File: src/verilog/qry_pkg.sv
// constants for the query table readout
package qry_pkg;
  localparam int ADDR_W = 23;
  localparam int DQ_W = 32;
  localparam int SYNC_W = ADDR_W + 2;
  localparam int BLK_W = 7;
  localparam int NUM_BLK = 128;
  localparam int OFF_W = 22;
  // command codes from the command decoder
  localparam logic [7:0] CMD_QUERY = 8'h98;
  localparam logic [7:0] CMD_READ_ARRAY = 8'hff;
  localparam logic [7:0] CMD_READ_SIG = 8'h90;
  localparam logic [7:0] CMD_READ_STAT = 8'h70;
  // table offsets
  localparam logic [OFF_W-1:0] OFF_MFR = 22'h000000;
  localparam logic [OFF_W-1:0] OFF_DEV = 22'h000001;
  localparam logic [OFF_W-1:0] OFF_STR_Q = 22'h000010;
  localparam logic [OFF_W-1:0] OFF_STR_R = 22'h000011;
  localparam logic [OFF_W-1:0] OFF_STR_Y = 22'h000012;
  localparam logic [OFF_W-1:0] OFF_CSID_LO = 22'h000013;
  localparam logic [OFF_W-1:0] OFF_CSID_HI = 22'h000014;
  localparam logic [OFF_W-1:0] OFF_PTR_LO = 22'h000015;
  localparam logic [OFF_W-1:0] OFF_PTR_HI = 22'h000016;
  localparam logic [OFF_W-1:0] OFF_ALT_FIRST = 22'h000017;
  localparam logic [OFF_W-1:0] OFF_ALT_LAST = 22'h00001a;
  localparam logic [OFF_W-1:0] OFF_SYSIF = 22'h00001b;
  localparam logic [OFF_W-1:0] OFF_GEOM = 22'h000027;
  // table data
  localparam logic [7:0] VAL_Q = 8'h51;
  localparam logic [7:0] VAL_R = 8'h52;
  localparam logic [7:0] VAL_Y = 8'h59;
  localparam logic [7:0] VAL_PTR_LO = 8'h31;
  localparam logic [7:0] VAL_ZERO = 8'h00;
  // block map: low word-address bits inside a block, per organisation
  localparam int BLK_LSB_X16 = 16;
  localparam int BLK_LSB_X32 = 15;
  localparam logic [15:0] BLK_STAT_OFS = 16'h0002;
  typedef enum logic [1:0] {
    ST_ARRAY = 2'b01,
    ST_QUERY = 2'b10
  } mode_t;
endpackage : qry_pkg

File: src/verilog/qry_readout.sv
// query-mode table readout of the flash interface
`timescale 1ns/1ps

// How it works
// - the query entry command moves the block into query mode, where reads return table data.
// - on the wide variant in x16, address bit 1 does not change the returned table data; it only selects block status reads.
// - x16 decodes word address bits 23..1, x32 decodes bits 23..2.
// - table bytes go on data lines 7..0; lines 15..8 are driven to zero, and lines 31..16 are too in x32.
// - data lines 31..16 are released whenever the organisation is x16.
// - identification sits at 00h/01h, the string at 10h; the interface (1Bh) and geometry (27h) offsets return zero.
// - offsets 10h, 11h and 12h return Q, R and Y.
// - offsets 13h and 14h return the command set code, low byte first.
// - offsets 15h and 16h return the extended table pointer 0031h then zero.
// - offsets 17h to 1Ah return zero, as no alternate algorithm exists.
// - a read at a block's start base plus two returns that block's status.
// - blocks are 10000h word addresses in x16 and 8000h in x32.
// - there is no byte-wide organisation.
module qry_readout
  import qry_pkg::*;
#(
  parameter bit WIDE_VARIANT = 1'b1,
  // identification values below are arbitrary
  parameter logic [7:0] MFR_CODE = 8'h5a,
  parameter logic [7:0] DEV_CODE = 8'hc3,
  parameter logic [15:0] CSID_CODE = 16'h00a5
) (
  input wire logic mclk,
  input wire logic arst_n,
  input wire logic cmd_valid,
  input wire logic [7:0] cmd_code,
  input wire logic [ADDR_W:1] addr_pin,
  input wire logic rd_pin,
  input wire logic org_x32_pin,
  input wire logic [NUM_BLK-1:0] blk_lock,
  output logic query_mode_ff,
  output logic [DQ_W-1:0] dq_out_ff,
  output logic dq_oe_lo_ff,
  output logic dq_oe_hi_ff,
  output logic [BLK_W-1:0] blk_sel_ff
);

  ////////////////////////////////////////////////////////////////////////
  function automatic logic [7:0] table_byte(input logic [OFF_W-1:0] off);
    logic [7:0] v;
    v = VAL_ZERO;
    case (off)
      OFF_MFR: v = MFR_CODE;
      OFF_DEV: v = DEV_CODE;
      OFF_STR_Q: v = VAL_Q;
      OFF_STR_R: v = VAL_R;
      OFF_STR_Y: v = VAL_Y;
      OFF_CSID_LO: v = CSID_CODE[7:0];
      OFF_CSID_HI: v = CSID_CODE[15:8];
      OFF_PTR_LO: v = VAL_PTR_LO;
      OFF_PTR_HI: v = VAL_ZERO;
      default: v = VAL_ZERO;
    endcase
    return v;
  endfunction : table_byte

  ////////////////////////////////////////////////////////////////////////
  // pin synchronisers: a bit moves once stages two and three agree
  logic [SYNC_W-1:0] s1_ff;
  logic [SYNC_W-1:0] s2_ff;
  logic [SYNC_W-1:0] s3_ff;
  logic [SYNC_W-1:0] stb_ff;
  wire [SYNC_W-1:0] pin_vec = {org_x32_pin, rd_pin, addr_pin};
  wire [SYNC_W-1:0] agree = ~(s2_ff ^ s3_ff);
  wire [SYNC_W-1:0] nxt_stb = (agree & s3_ff) | (~agree & stb_ff);

  always_ff @(posedge mclk or negedge arst_n) begin
    if (!arst_n) begin
      s1_ff <= '0;
      s2_ff <= '0;
      s3_ff <= '0;
      stb_ff <= '0;
    end else begin
      s1_ff <= pin_vec;
      s2_ff <= s1_ff;
      s3_ff <= s2_ff;
      stb_ff <= nxt_stb;
    end
  end

  wire [ADDR_W:1] a_s = stb_ff[ADDR_W-1:0];
  wire rd_s = stb_ff[ADDR_W];
  // the narrow variant has no x32 organisation and never byte mode
  wire x32_s = stb_ff[ADDR_W+1] & WIDE_VARIANT;

  ////////////////////////////////////////////////////////////////////////
  // address decode
  wire [ADDR_W-1:0] waddr16 = a_s[ADDR_W:1];
  wire [OFF_W-1:0] waddr32 = a_s[ADDR_W:2];
  // wide x16: host doubles offsets, so bit 1 drops out
  wire [OFF_W-1:0] tbl_off = (x32_s | WIDE_VARIANT) ? waddr32 : waddr16[OFF_W-1:0];
  wire [BLK_W-1:0] blk16 = waddr16[ADDR_W-1:BLK_LSB_X16];
  wire [BLK_W-1:0] blk32 = waddr32[OFF_W-1:BLK_LSB_X32];
  wire [BLK_W-1:0] blk_idx = x32_s ? blk32 : blk16;
  wire hit16 = waddr16[BLK_LSB_X16-1:0] == BLK_STAT_OFS;
  wire hit32 = waddr32[BLK_LSB_X32-1:0] == BLK_STAT_OFS[BLK_LSB_X32-1:0];
  // in wide x16 the status read of block 0 shadows table offset 01h
  wire blk_hit = x32_s ? hit32 : hit16;
  wire [7:0] stat_byte = {7'h00, blk_lock[blk_idx]};
  wire [7:0] rd_byte = blk_hit ? stat_byte : table_byte(tbl_off);

  ////////////////////////////////////////////////////////////////////////
  // mode control
  mode_t st_ff;
  mode_t nxt_st;
  wire cmd_enter = cmd_valid & (cmd_code == CMD_QUERY);
  wire cmd_leave = cmd_valid & ((cmd_code == CMD_READ_ARRAY) |
                   (cmd_code == CMD_READ_SIG) | (cmd_code == CMD_READ_STAT));

  always_comb begin
    nxt_st = st_ff;
    case (st_ff)
      ST_ARRAY: if (cmd_enter) nxt_st = ST_QUERY;
      ST_QUERY: if (cmd_leave) nxt_st = ST_ARRAY;
      default: nxt_st = ST_ARRAY;
    endcase
  end

  wire in_q = (st_ff == ST_QUERY);
  wire drive = in_q & rd_s;
  // array data belongs to another block, so outside query mode we release
  wire [DQ_W-1:0] nxt_dq = drive ? {24'h000000, rd_byte} : '0;
  wire nxt_oe_hi = drive & x32_s;

  always_ff @(posedge mclk or negedge arst_n) begin
    if (!arst_n) begin
      st_ff <= ST_ARRAY;
      query_mode_ff <= 1'b0;
      dq_out_ff <= '0;
      dq_oe_lo_ff <= 1'b0;
      dq_oe_hi_ff <= 1'b0;
      blk_sel_ff <= '0;
    end else begin
      st_ff <= nxt_st;
      query_mode_ff <= (nxt_st == ST_QUERY);
      dq_out_ff <= nxt_dq;
      dq_oe_lo_ff <= drive;
      dq_oe_hi_ff <= nxt_oe_hi;
      blk_sel_ff <= blk_idx;
    end
  end

  ////////////////////////////////////////////////////////////////////////
  // checks
  property p_enter;
    @(posedge mclk) disable iff (!arst_n)
    cmd_enter |=> query_mode_ff && in_q;
  endproperty
  a_enter: assert property (p_enter) else $error("query entry missed");

  property p_hold;
    @(posedge mclk) disable iff (!arst_n)
    (in_q && !cmd_leave) |=> in_q;
  endproperty
  a_hold: assert property (p_hold) else $error("query mode dropped");

  property p_upper_zero;
    @(posedge mclk) disable iff (!arst_n)
    dq_oe_lo_ff |-> dq_out_ff[DQ_W-1:8] == '0;
  endproperty
  a_upper_zero: assert property (p_upper_zero) else $error("upper lines set");

  property p_hiz;
    @(posedge mclk) disable iff (!arst_n)
    dq_oe_hi_ff |-> $past(x32_s) && dq_oe_lo_ff;
  endproperty
  a_hiz: assert property (p_hiz) else $error("upper lines driven in x16");

  property p_str;
    @(posedge mclk) disable iff (!arst_n)
    (drive && !blk_hit && tbl_off == OFF_STR_Y) |=> dq_out_ff[7:0] == VAL_Y;
  endproperty
  a_str: assert property (p_str) else $error("string byte wrong");

  property p_ptr;
    @(posedge mclk) disable iff (!arst_n)
    (drive && !blk_hit && tbl_off == OFF_PTR_LO) |=> dq_out_ff == DQ_W'(VAL_PTR_LO);
  endproperty
  a_ptr: assert property (p_ptr) else $error("pointer wrong");

  property p_alt;
    @(posedge mclk) disable iff (!arst_n)
    (drive && !blk_hit && tbl_off >= OFF_ALT_FIRST && tbl_off <= OFF_ALT_LAST)
      |=> dq_out_ff == '0;
  endproperty
  a_alt: assert property (p_alt) else $error("alternate entry not zero");

  property p_blk;
    @(posedge mclk) disable iff (!arst_n)
    (drive && blk_hit) |=> dq_out_ff == DQ_W'($past(blk_lock[a_s[ADDR_W:ADDR_W-BLK_W+1]]))
      && blk_sel_ff == $past(a_s[ADDR_W:ADDR_W-BLK_W+1]);
  endproperty
  a_blk: assert property (p_blk) else $error("block status wrong");

  property p_a1;
    @(posedge mclk) disable iff (!arst_n)
    (drive && !x32_s && WIDE_VARIANT && !blk_hit && $past(drive && !blk_hit && !x32_s)
      && a_s[ADDR_W:2] == $past(a_s[ADDR_W:2])) |=> dq_out_ff == $past(dq_out_ff);
  endproperty
  a_a1: assert property (p_a1) else $error("bit 1 changed data");

  property p_idle;
    @(posedge mclk) disable iff (!arst_n)
    !drive |=> !dq_oe_lo_ff && dq_out_ff == '0;
  endproperty
  a_idle: assert property (p_idle) else $error("drive outside query read");

  property p_leave;
    @(posedge mclk) disable iff (!arst_n)
    (in_q && cmd_leave) |=> !query_mode_ff && !in_q;
  endproperty
  a_leave: assert property (p_leave) else $error("query mode kept after leave");

  property p_mirror;
    @(posedge mclk) disable iff (!arst_n)
    query_mode_ff == in_q;
  endproperty
  a_mirror: assert property (p_mirror) else $error("mode flag disagrees with state");

  property p_state_code;
    @(posedge mclk) disable iff (!arst_n)
    $onehot(st_ff);
  endproperty
  a_state_code: assert property (p_state_code) else $error("mode state not one-hot");

  property p_read_drive;
    @(posedge mclk) disable iff (!arst_n)
    drive |=> dq_oe_lo_ff;
  endproperty
  a_read_drive: assert property (p_read_drive) else $error("query read not driven");

  property p_wide_drive;
    @(posedge mclk) disable iff (!arst_n)
    (drive && x32_s) |=> dq_oe_hi_ff && dq_out_ff[DQ_W-1:16] == '0;
  endproperty
  a_wide_drive: assert property (p_wide_drive) else $error("upper half not zero");

  property p_mfr;
    @(posedge mclk) disable iff (!arst_n)
    (drive && !blk_hit && tbl_off == OFF_MFR) |=> dq_out_ff == DQ_W'(MFR_CODE);
  endproperty
  a_mfr: assert property (p_mfr) else $error("maker code wrong");

  property p_dev;
    @(posedge mclk) disable iff (!arst_n)
    (drive && !blk_hit && tbl_off == OFF_DEV) |=> dq_out_ff == DQ_W'(DEV_CODE);
  endproperty
  a_dev: assert property (p_dev) else $error("device code wrong");

  property p_str_q;
    @(posedge mclk) disable iff (!arst_n)
    (drive && !blk_hit && tbl_off == OFF_STR_Q) |=> dq_out_ff == DQ_W'(VAL_Q);
  endproperty
  a_str_q: assert property (p_str_q) else $error("first string byte wrong");

  property p_str_r;
    @(posedge mclk) disable iff (!arst_n)
    (drive && !blk_hit && tbl_off == OFF_STR_R) |=> dq_out_ff == DQ_W'(VAL_R);
  endproperty
  a_str_r: assert property (p_str_r) else $error("second string byte wrong");

  property p_csid_lo;
    @(posedge mclk) disable iff (!arst_n)
    (drive && !blk_hit && tbl_off == OFF_CSID_LO) |=> dq_out_ff == DQ_W'(CSID_CODE[7:0]);
  endproperty
  a_csid_lo: assert property (p_csid_lo) else $error("command set low byte wrong");

  property p_csid_hi;
    @(posedge mclk) disable iff (!arst_n)
    (drive && !blk_hit && tbl_off == OFF_CSID_HI) |=> dq_out_ff == DQ_W'(CSID_CODE[15:8]);
  endproperty
  a_csid_hi: assert property (p_csid_hi) else $error("command set high byte wrong");

  property p_ptr_hi;
    @(posedge mclk) disable iff (!arst_n)
    (drive && !blk_hit && tbl_off == OFF_PTR_HI) |=> dq_out_ff == '0;
  endproperty
  a_ptr_hi: assert property (p_ptr_hi) else $error("pointer high word not zero");

  property p_undef;
    @(posedge mclk) disable iff (!arst_n)
    (drive && !blk_hit && ((tbl_off > OFF_DEV && tbl_off < OFF_STR_Q) ||
      tbl_off > OFF_ALT_LAST)) |=> dq_out_ff == '0;
  endproperty
  a_undef: assert property (p_undef) else $error("undefined offset not zero");

  property p_blk_map;
    @(posedge mclk) disable iff (!arst_n)
    1'b1 |=> blk_sel_ff == $past(a_s[ADDR_W:ADDR_W-BLK_W+1]);
  endproperty
  a_blk_map: assert property (p_blk_map) else $error("block index wrong");

  c_query_read: cover property (@(posedge mclk) disable iff (!arst_n)
    cmd_enter ##[1:20] drive);
  c_x32_read: cover property (@(posedge mclk) disable iff (!arst_n) dq_oe_hi_ff);
  c_blk_read: cover property (@(posedge mclk) disable iff (!arst_n) drive && blk_hit);
  c_leave: cover property (@(posedge mclk) disable iff (!arst_n) in_q && cmd_leave);
  c_a1_toggle: cover property (@(posedge mclk) disable iff (!arst_n)
    drive && !x32_s && $changed(a_s[1]));

endmodule : qry_readout

File: config.mk
export PLATFORM = sky130hd
export DESIGN_NAME = qry_readout
export DESIGN_NICKNAME = d
export VERILOG_FILES = /design/src/verilog/qry_pkg.sv /design/src/verilog/qry_readout.sv
export SDC_FILE = /design/constraint.sdc
export NUM_CORES = 1
export LEC_CHECK = 0
export BUFFER_PORTS_ARGS = -buffer_cell sky130_fd_sc_hd__buf_2
export CORE_ASPECT_RATIO = 0.8
export CORE_UTILIZATION = 50
export CTS_BUF_LIST = sky130_fd_sc_hd__clkbuf_8
export DETAILED_ROUTE_END_ITERATION = 16
export HOLD_SLACK_MARGIN = 0.03
export PLACE_DENSITY_LB_ADDON = 0.25
export SYNTH_ARGS = -nofsm -noshare
export SYNTH_HDL_FRONTEND = slang
export SYNTH_SLANG_ARGS = --single-unit
export TNS_END_PERCENT = 20
File: constraint.sdc
create_clock -name mclk -period 2.5 [get_ports mclk]
set_clock_uncertainty 0.05 [all_clocks]
set_input_delay 0.25 -clock mclk [delete_from_list [all_inputs] [get_ports mclk]]
set_output_delay 0.25 -clock mclk [all_outputs]
set_load 0.02 [all_outputs]
# After elaboration in Yosys (flattened, before gate mapping)
# Memories as Yosys holds them, arrays and structs flattened.
# Index checks and enable logic that the tools add are counted.
dict set report op_classes {
  n_lt_le_gt_ge 1
  n_eq_ne 9
  muxes 9
  bitwise 12
  reduce_logical 1
}
# op count
set op_table {}
lappend op_table {{bitwise AND 25 bit} 2}
lappend op_table {{NOT 25 bit} 2}
lappend op_table {{bitwise OR 25 bit} 1}
lappend op_table {{bitwise XOR 25 bit} 1}
lappend op_table {{== test 8 bit (second input constant)} 3}
lappend op_table {{two-way mux 8 bit} 3}
lappend op_table {{zero test 17 bit} 1}
lappend op_table {{== test 16 x 2 -> 1 bit (second input constant)} 1}
lappend op_table {{== test 15 x 2 -> 1 bit (second input constant)} 1}
lappend op_table {{== test 8 x 7 -> 1 bit (second input constant)} 1}
lappend op_table {{less-than comparator 7 x 8 -> 1 bit (second input constant)} 1}
lappend op_table {{binary-select mux 1 bit (select 7 bit)} 1}
lappend op_table {{bitwise AND 1 bit} 4}
lappend op_table {{== test 2 bit (second input constant)} 2}
lappend op_table {{two-way mux 2 bit} 2}
lappend op_table {{one-hot mux 2 bit (2 select lines)} 1}
lappend op_table {{== test 2 x 1 -> 1 bit (second input constant)} 1}
lappend op_table {{two-way mux 1 bit} 2}
lappend op_table {{bitwise OR 1 bit} 2}
dict set report totals {
  reg_bits 120
  rom_bits 256
  inputBits 164
  out_inout_bits 42
  word_cells 43
  memories 1
}
# name depth word_bits rd rd_clocked_by_memory_dff wr line
set memory_table {}
lappend memory_table {{(name not given)} 32 8 1 0 0 qry_readout.sv:46} ;# case (off)

# Depth between registers and ports, before layout
dict set report logic_depth {
  depth_word 7
  ltp_mapped 9
  ltp_nobuf 8
}

# Least setup slack after synthesis
# OpenSTA, ideal clock, no wires.
dict set report synth_timing {
  kind {flip-flop to flip-flop}
  startpoint {reg (tool-made name)}
  endpoint {reg dq_out_ff[0]}
  setup_time_ps 127
  t_arrival_ps 1858
  t_required_ps 2323
  path_slack_ps 465
  stages_incl_launch_ff 9
  path_buffers 2
  synth_period_minus_slack_ps 2035
  path_cell_list {dfrtp_1 buf_6 buf_12 mux4_2 a22o_1 a211oi_2 o21ai_0 a32oi_1 o22ai_1}
}
# item line
set synth_lines {}
lappend synth_lines {{end signal: assignment} qry_readout.sv:140} ;# dq_out_ff <= nxt_dq;
lappend synth_lines {{end: declaration} qry_readout.sv:36} ;# output logic [DQ_W-1:0] dq_out_ff,

==> results.sh <==
export IMPL_vias_in_the_first_global_route=3330
export IMPL_setup_worst_path_class="flip-flop to flip-flop"
export IMPL_antenna_left=0
export IMPL_maximum_clock_path_buffer_count=2
export IMPL_count_of_mapped_cells_out_of_synthesis=328
export IMPL_status="finished clean"
export IMPL_synthTopCellsByArea="dfrtp_1 (60%), mux4_2 (7.2%), mux4_1 (6.3%)"
export IMPL_finish_instance_area_sq_um=6690
export IMPL_drt_pre_antenna_iters=4
export IMPL_worst_endpoint_arrival_ns=2.51
export IMPL_groute_usage_overall_pct=21.9
export IMPL_final_critical_path_setup_slack_ns=0.235
export IMPL_yosys_warnings=0
export IMPL_count_of_flip_flops_with_a_built_in_enable_after_synthesis=0
export IMPL_seq_area_sq_um=3000
export IMPL_n_antenna_cell=0
export IMPL_finalNonFillerCells=696
export IMPL_asyncSetResetFlopFracSynth_pct=100
export IMPL_finalCriticalPeriod_ns=2.26
export IMPL_preCtsSetupSlack_ns=0.213
export IMPL_drive_above_1_share_pct=43.6
export IMPL_max_freq_mhz=442
export IMPL_crit_path_start_kind="flip-flop"
export IMPL_remaining_drc_errors=0
export IMPL_p_sw_mw=1.19
export IMPL_worst_skew_pair_late_latency_ns=0.42
export IMPL_cts_repair_resize_count=0
export IMPL_std_cell_rows=32
export IMPL_seq_area_frac_synth_pct=60.1
export IMPL_path_max_fanout=31
export IMPL_yosys_top_cell_by_area="dfrtp_1"
export IMPL_setup_repair_after_global_routing_missed_its_margin="no"
export IMPL_root_driver="clkbuf_8"
export IMPL_grt_max_degree=52
export IMPL_post_synth_top_area_fraction_pct=59.6
export IMPL_finalHoldWorstSlack_ns=0.292
export IMPL_hp_class="flip-flop to flip-flop"
export IMPL_leading_register_cell_type_out_of_synthesis="dfrtp_1"
export IMPL_post_dp_cell_area_sq_um=5980
export IMPL_multi_input_comb_area_sq_um=1760
export IMPL_timing_critical_path_required_ns=2.75
export IMPL_routed_via_density=4.98
export IMPL_antenna_found_initial=1
export IMPL_drt_wirelength_per_cell_microns=15.8
export IMPL_cts_htree_levels=4
export IMPL_netSwitchingFraction_pct=25.1
export IMPL_cts_made_buffers=17
export IMPL_flop_to_flop_setup_slack_ns=0.24
export IMPL_design_power_total_mw=4.76
export IMPL_cellPowerDensity_nw_per_um2=712
export IMPL_boundaryPins=206
export IMPL_start_util_pct=51.6
export IMPL_cpPeakStageDelay_ns=0.58
export IMPL_clock_power_share_pct=40.0
export IMPL_wl_microns=11000
export IMPL_critical_path_cell_chain="buf_12 > mux4_1 > a22o_1 > a211oi_2 > o21ai_0 > a32oi_1 > o22ai_1"
export IMPL_finalWeightedCongestion=0.825
export IMPL_core_sq_um=9690
export IMPL_slew_headroom_pct=57.4
export IMPL_postSynthRegisterBits=120
export IMPL_layout_area_overhead_vs_synth_pct=33.8
export IMPL_finalNetCount=713
export IMPL_detailed_place_hpwl_microns=8090
export IMPL_synth_cell_types=51
export IMPL_fillerInstances=675
export IMPL_timing_final_hold_violations=0
export IMPL_detailroute_via_count=3464
export IMPL_cellInternalPower_mw=3.57
export IMPL_mostFrequentLayoutCells="buf_2 (180), dfrtp_1 (119), dlygate4sd3_1 (26), maj3_1 (25), conb_1 (24)"
export IMPL_setup_violations_final=0
export IMPL_p_leak_nw=3.19
export IMPL_die_w_microns=114
export IMPL_buffer_ports_inserted=181
export IMPL_grt_first_pass_wirelength_microns=16900
export IMPL_timing_critical_path_to_type="flip-flop"
export IMPL_die_area_sq_um=10400
export IMPL_cts_tree="built"
export IMPL_path_clk_slew_ns=0.07
export IMPL_drv_max_cap_violation_count=0
export IMPL_die_height_microns=91.4
export IMPL_pwr_share_comb_pct=14.7
export IMPL_layout_worst_path_cycle_share_pct=90.6
export IMPL_grt_ovfl_total=0
export IMPL_tns_ns=0
export IMPL_p_seq_share_pct=45.3
export IMPL_dpl_cell_count=638
export IMPL_crit_slowest_cell="mux4_1"
export IMPL_synth_area_per_cell_sq_um=15.2
export IMPL_final_util_pct=69.0
export IMPL_max_vdd_ir_drop_mv=0.440
export IMPL_worst_slew_pin_transition_ns=0.638
export IMPL_mostFrequentLayoutCell="buf_2"
export IMPL_netlist_area_before_placement_sq_um=5000
export IMPL_drt_iter0_markers=190
export IMPL_timing_final_max_slew_violations=0
export IMPL_clkSinkCount=120
per-layer routing:
layer  GRT usage, %  part of all wire [%]
met5              0                  0.12
met2           32.5                    48
met1           31.5                    45
met4           6.28                  0.72
met3           6.41                   5.6
cell usage after synthesis (3+ instances only):
master    count
inv_1         8
o221ai_1      5
buf_6         3
o22ai_1      10
or3_1         3
buf_2         8
a21oi_1       3
a22o_1        3
nand2b_1      6
o21ai_0       3
mux4_1       12
maj3_1       25
nor4_1        3
nand3_1       5
nand2_1       6
dfrtp_1     119
clkbuf_1      3
mux4_2       16
mux2i_1       9
buf_4        25
nor2_1        6
xor2_1        3
nor3_1        6
nor2b_1       3
cells by family after synthesis:
family | after synthesis | share of synthesized area (%)
and+or+nand+nor | 55 | 6.41
DFF | 120 | 60.1
adders and majority gates | 27 | 5.51
buffers and inverters | 48 | 6.46
other | 1 | 0.0750
AOI/OAI and AO/OA | 36 | 5.38
xor gates and xnor gates | 3 | 0.526
muxes | 38 | 15.5
timing repair:
item,in CTS,in global routing
hold buffers,26,0
endpoints found under the hold margin,73,0
setup buffers,0,0
critical path, delay by kind of cell, from the launching register on:
family          cells  cell delay [ns]
flops               1             0.38
compound gates      5             0.90
mux                 1             0.58
buf+inv             1             0.23
layout make-up:
type                            instances  share of cell area [%]
Clock inverter                         14                    2.92
Clock buffer                           18                    3.71
Multi-Input combinational cell        183                    26.3
Sequential cell                       120                    44.9
Inverter                                8                   0.449
Timing Repair Buffer                  217                    19.2
Tap cell                              136                    2.54
final timing paths:
| kind | start | to | cells after the start |
|---|---|---|---|
| setup / recovery | flip-flop | dq_out_ff[0] | 7 |
| hold reg to reg | s1_ff[21] | s2_ff[21] | 0 |
| hold / removal | s1_ff[21] | s2_ff[21] | 0 |
| setup reg to reg | flip-flop | dq_out_ff[0] | 7 |
| min in group asynchronous | arst_n | s2_ff[7] | 2 |
| max in group asynchronous | arst_n | s3_ff[13] | 3 |
power by group through the flow:
stage / combinational (mW) / clock (mW) / sequential [mW]
after floorplan: 0.453 / 0 / 2.17
after global placement: 0.647 / 0 / 2.19
after detailed placement: 0.666 / 0 / 2.19
after CTS: 0.704 / 1.94 / 2.16
after global routing: 0.767 / 2.03 / 2.17
final: 0.700 / 1.90 / 2.16
(Power assumes the default switching activity.)
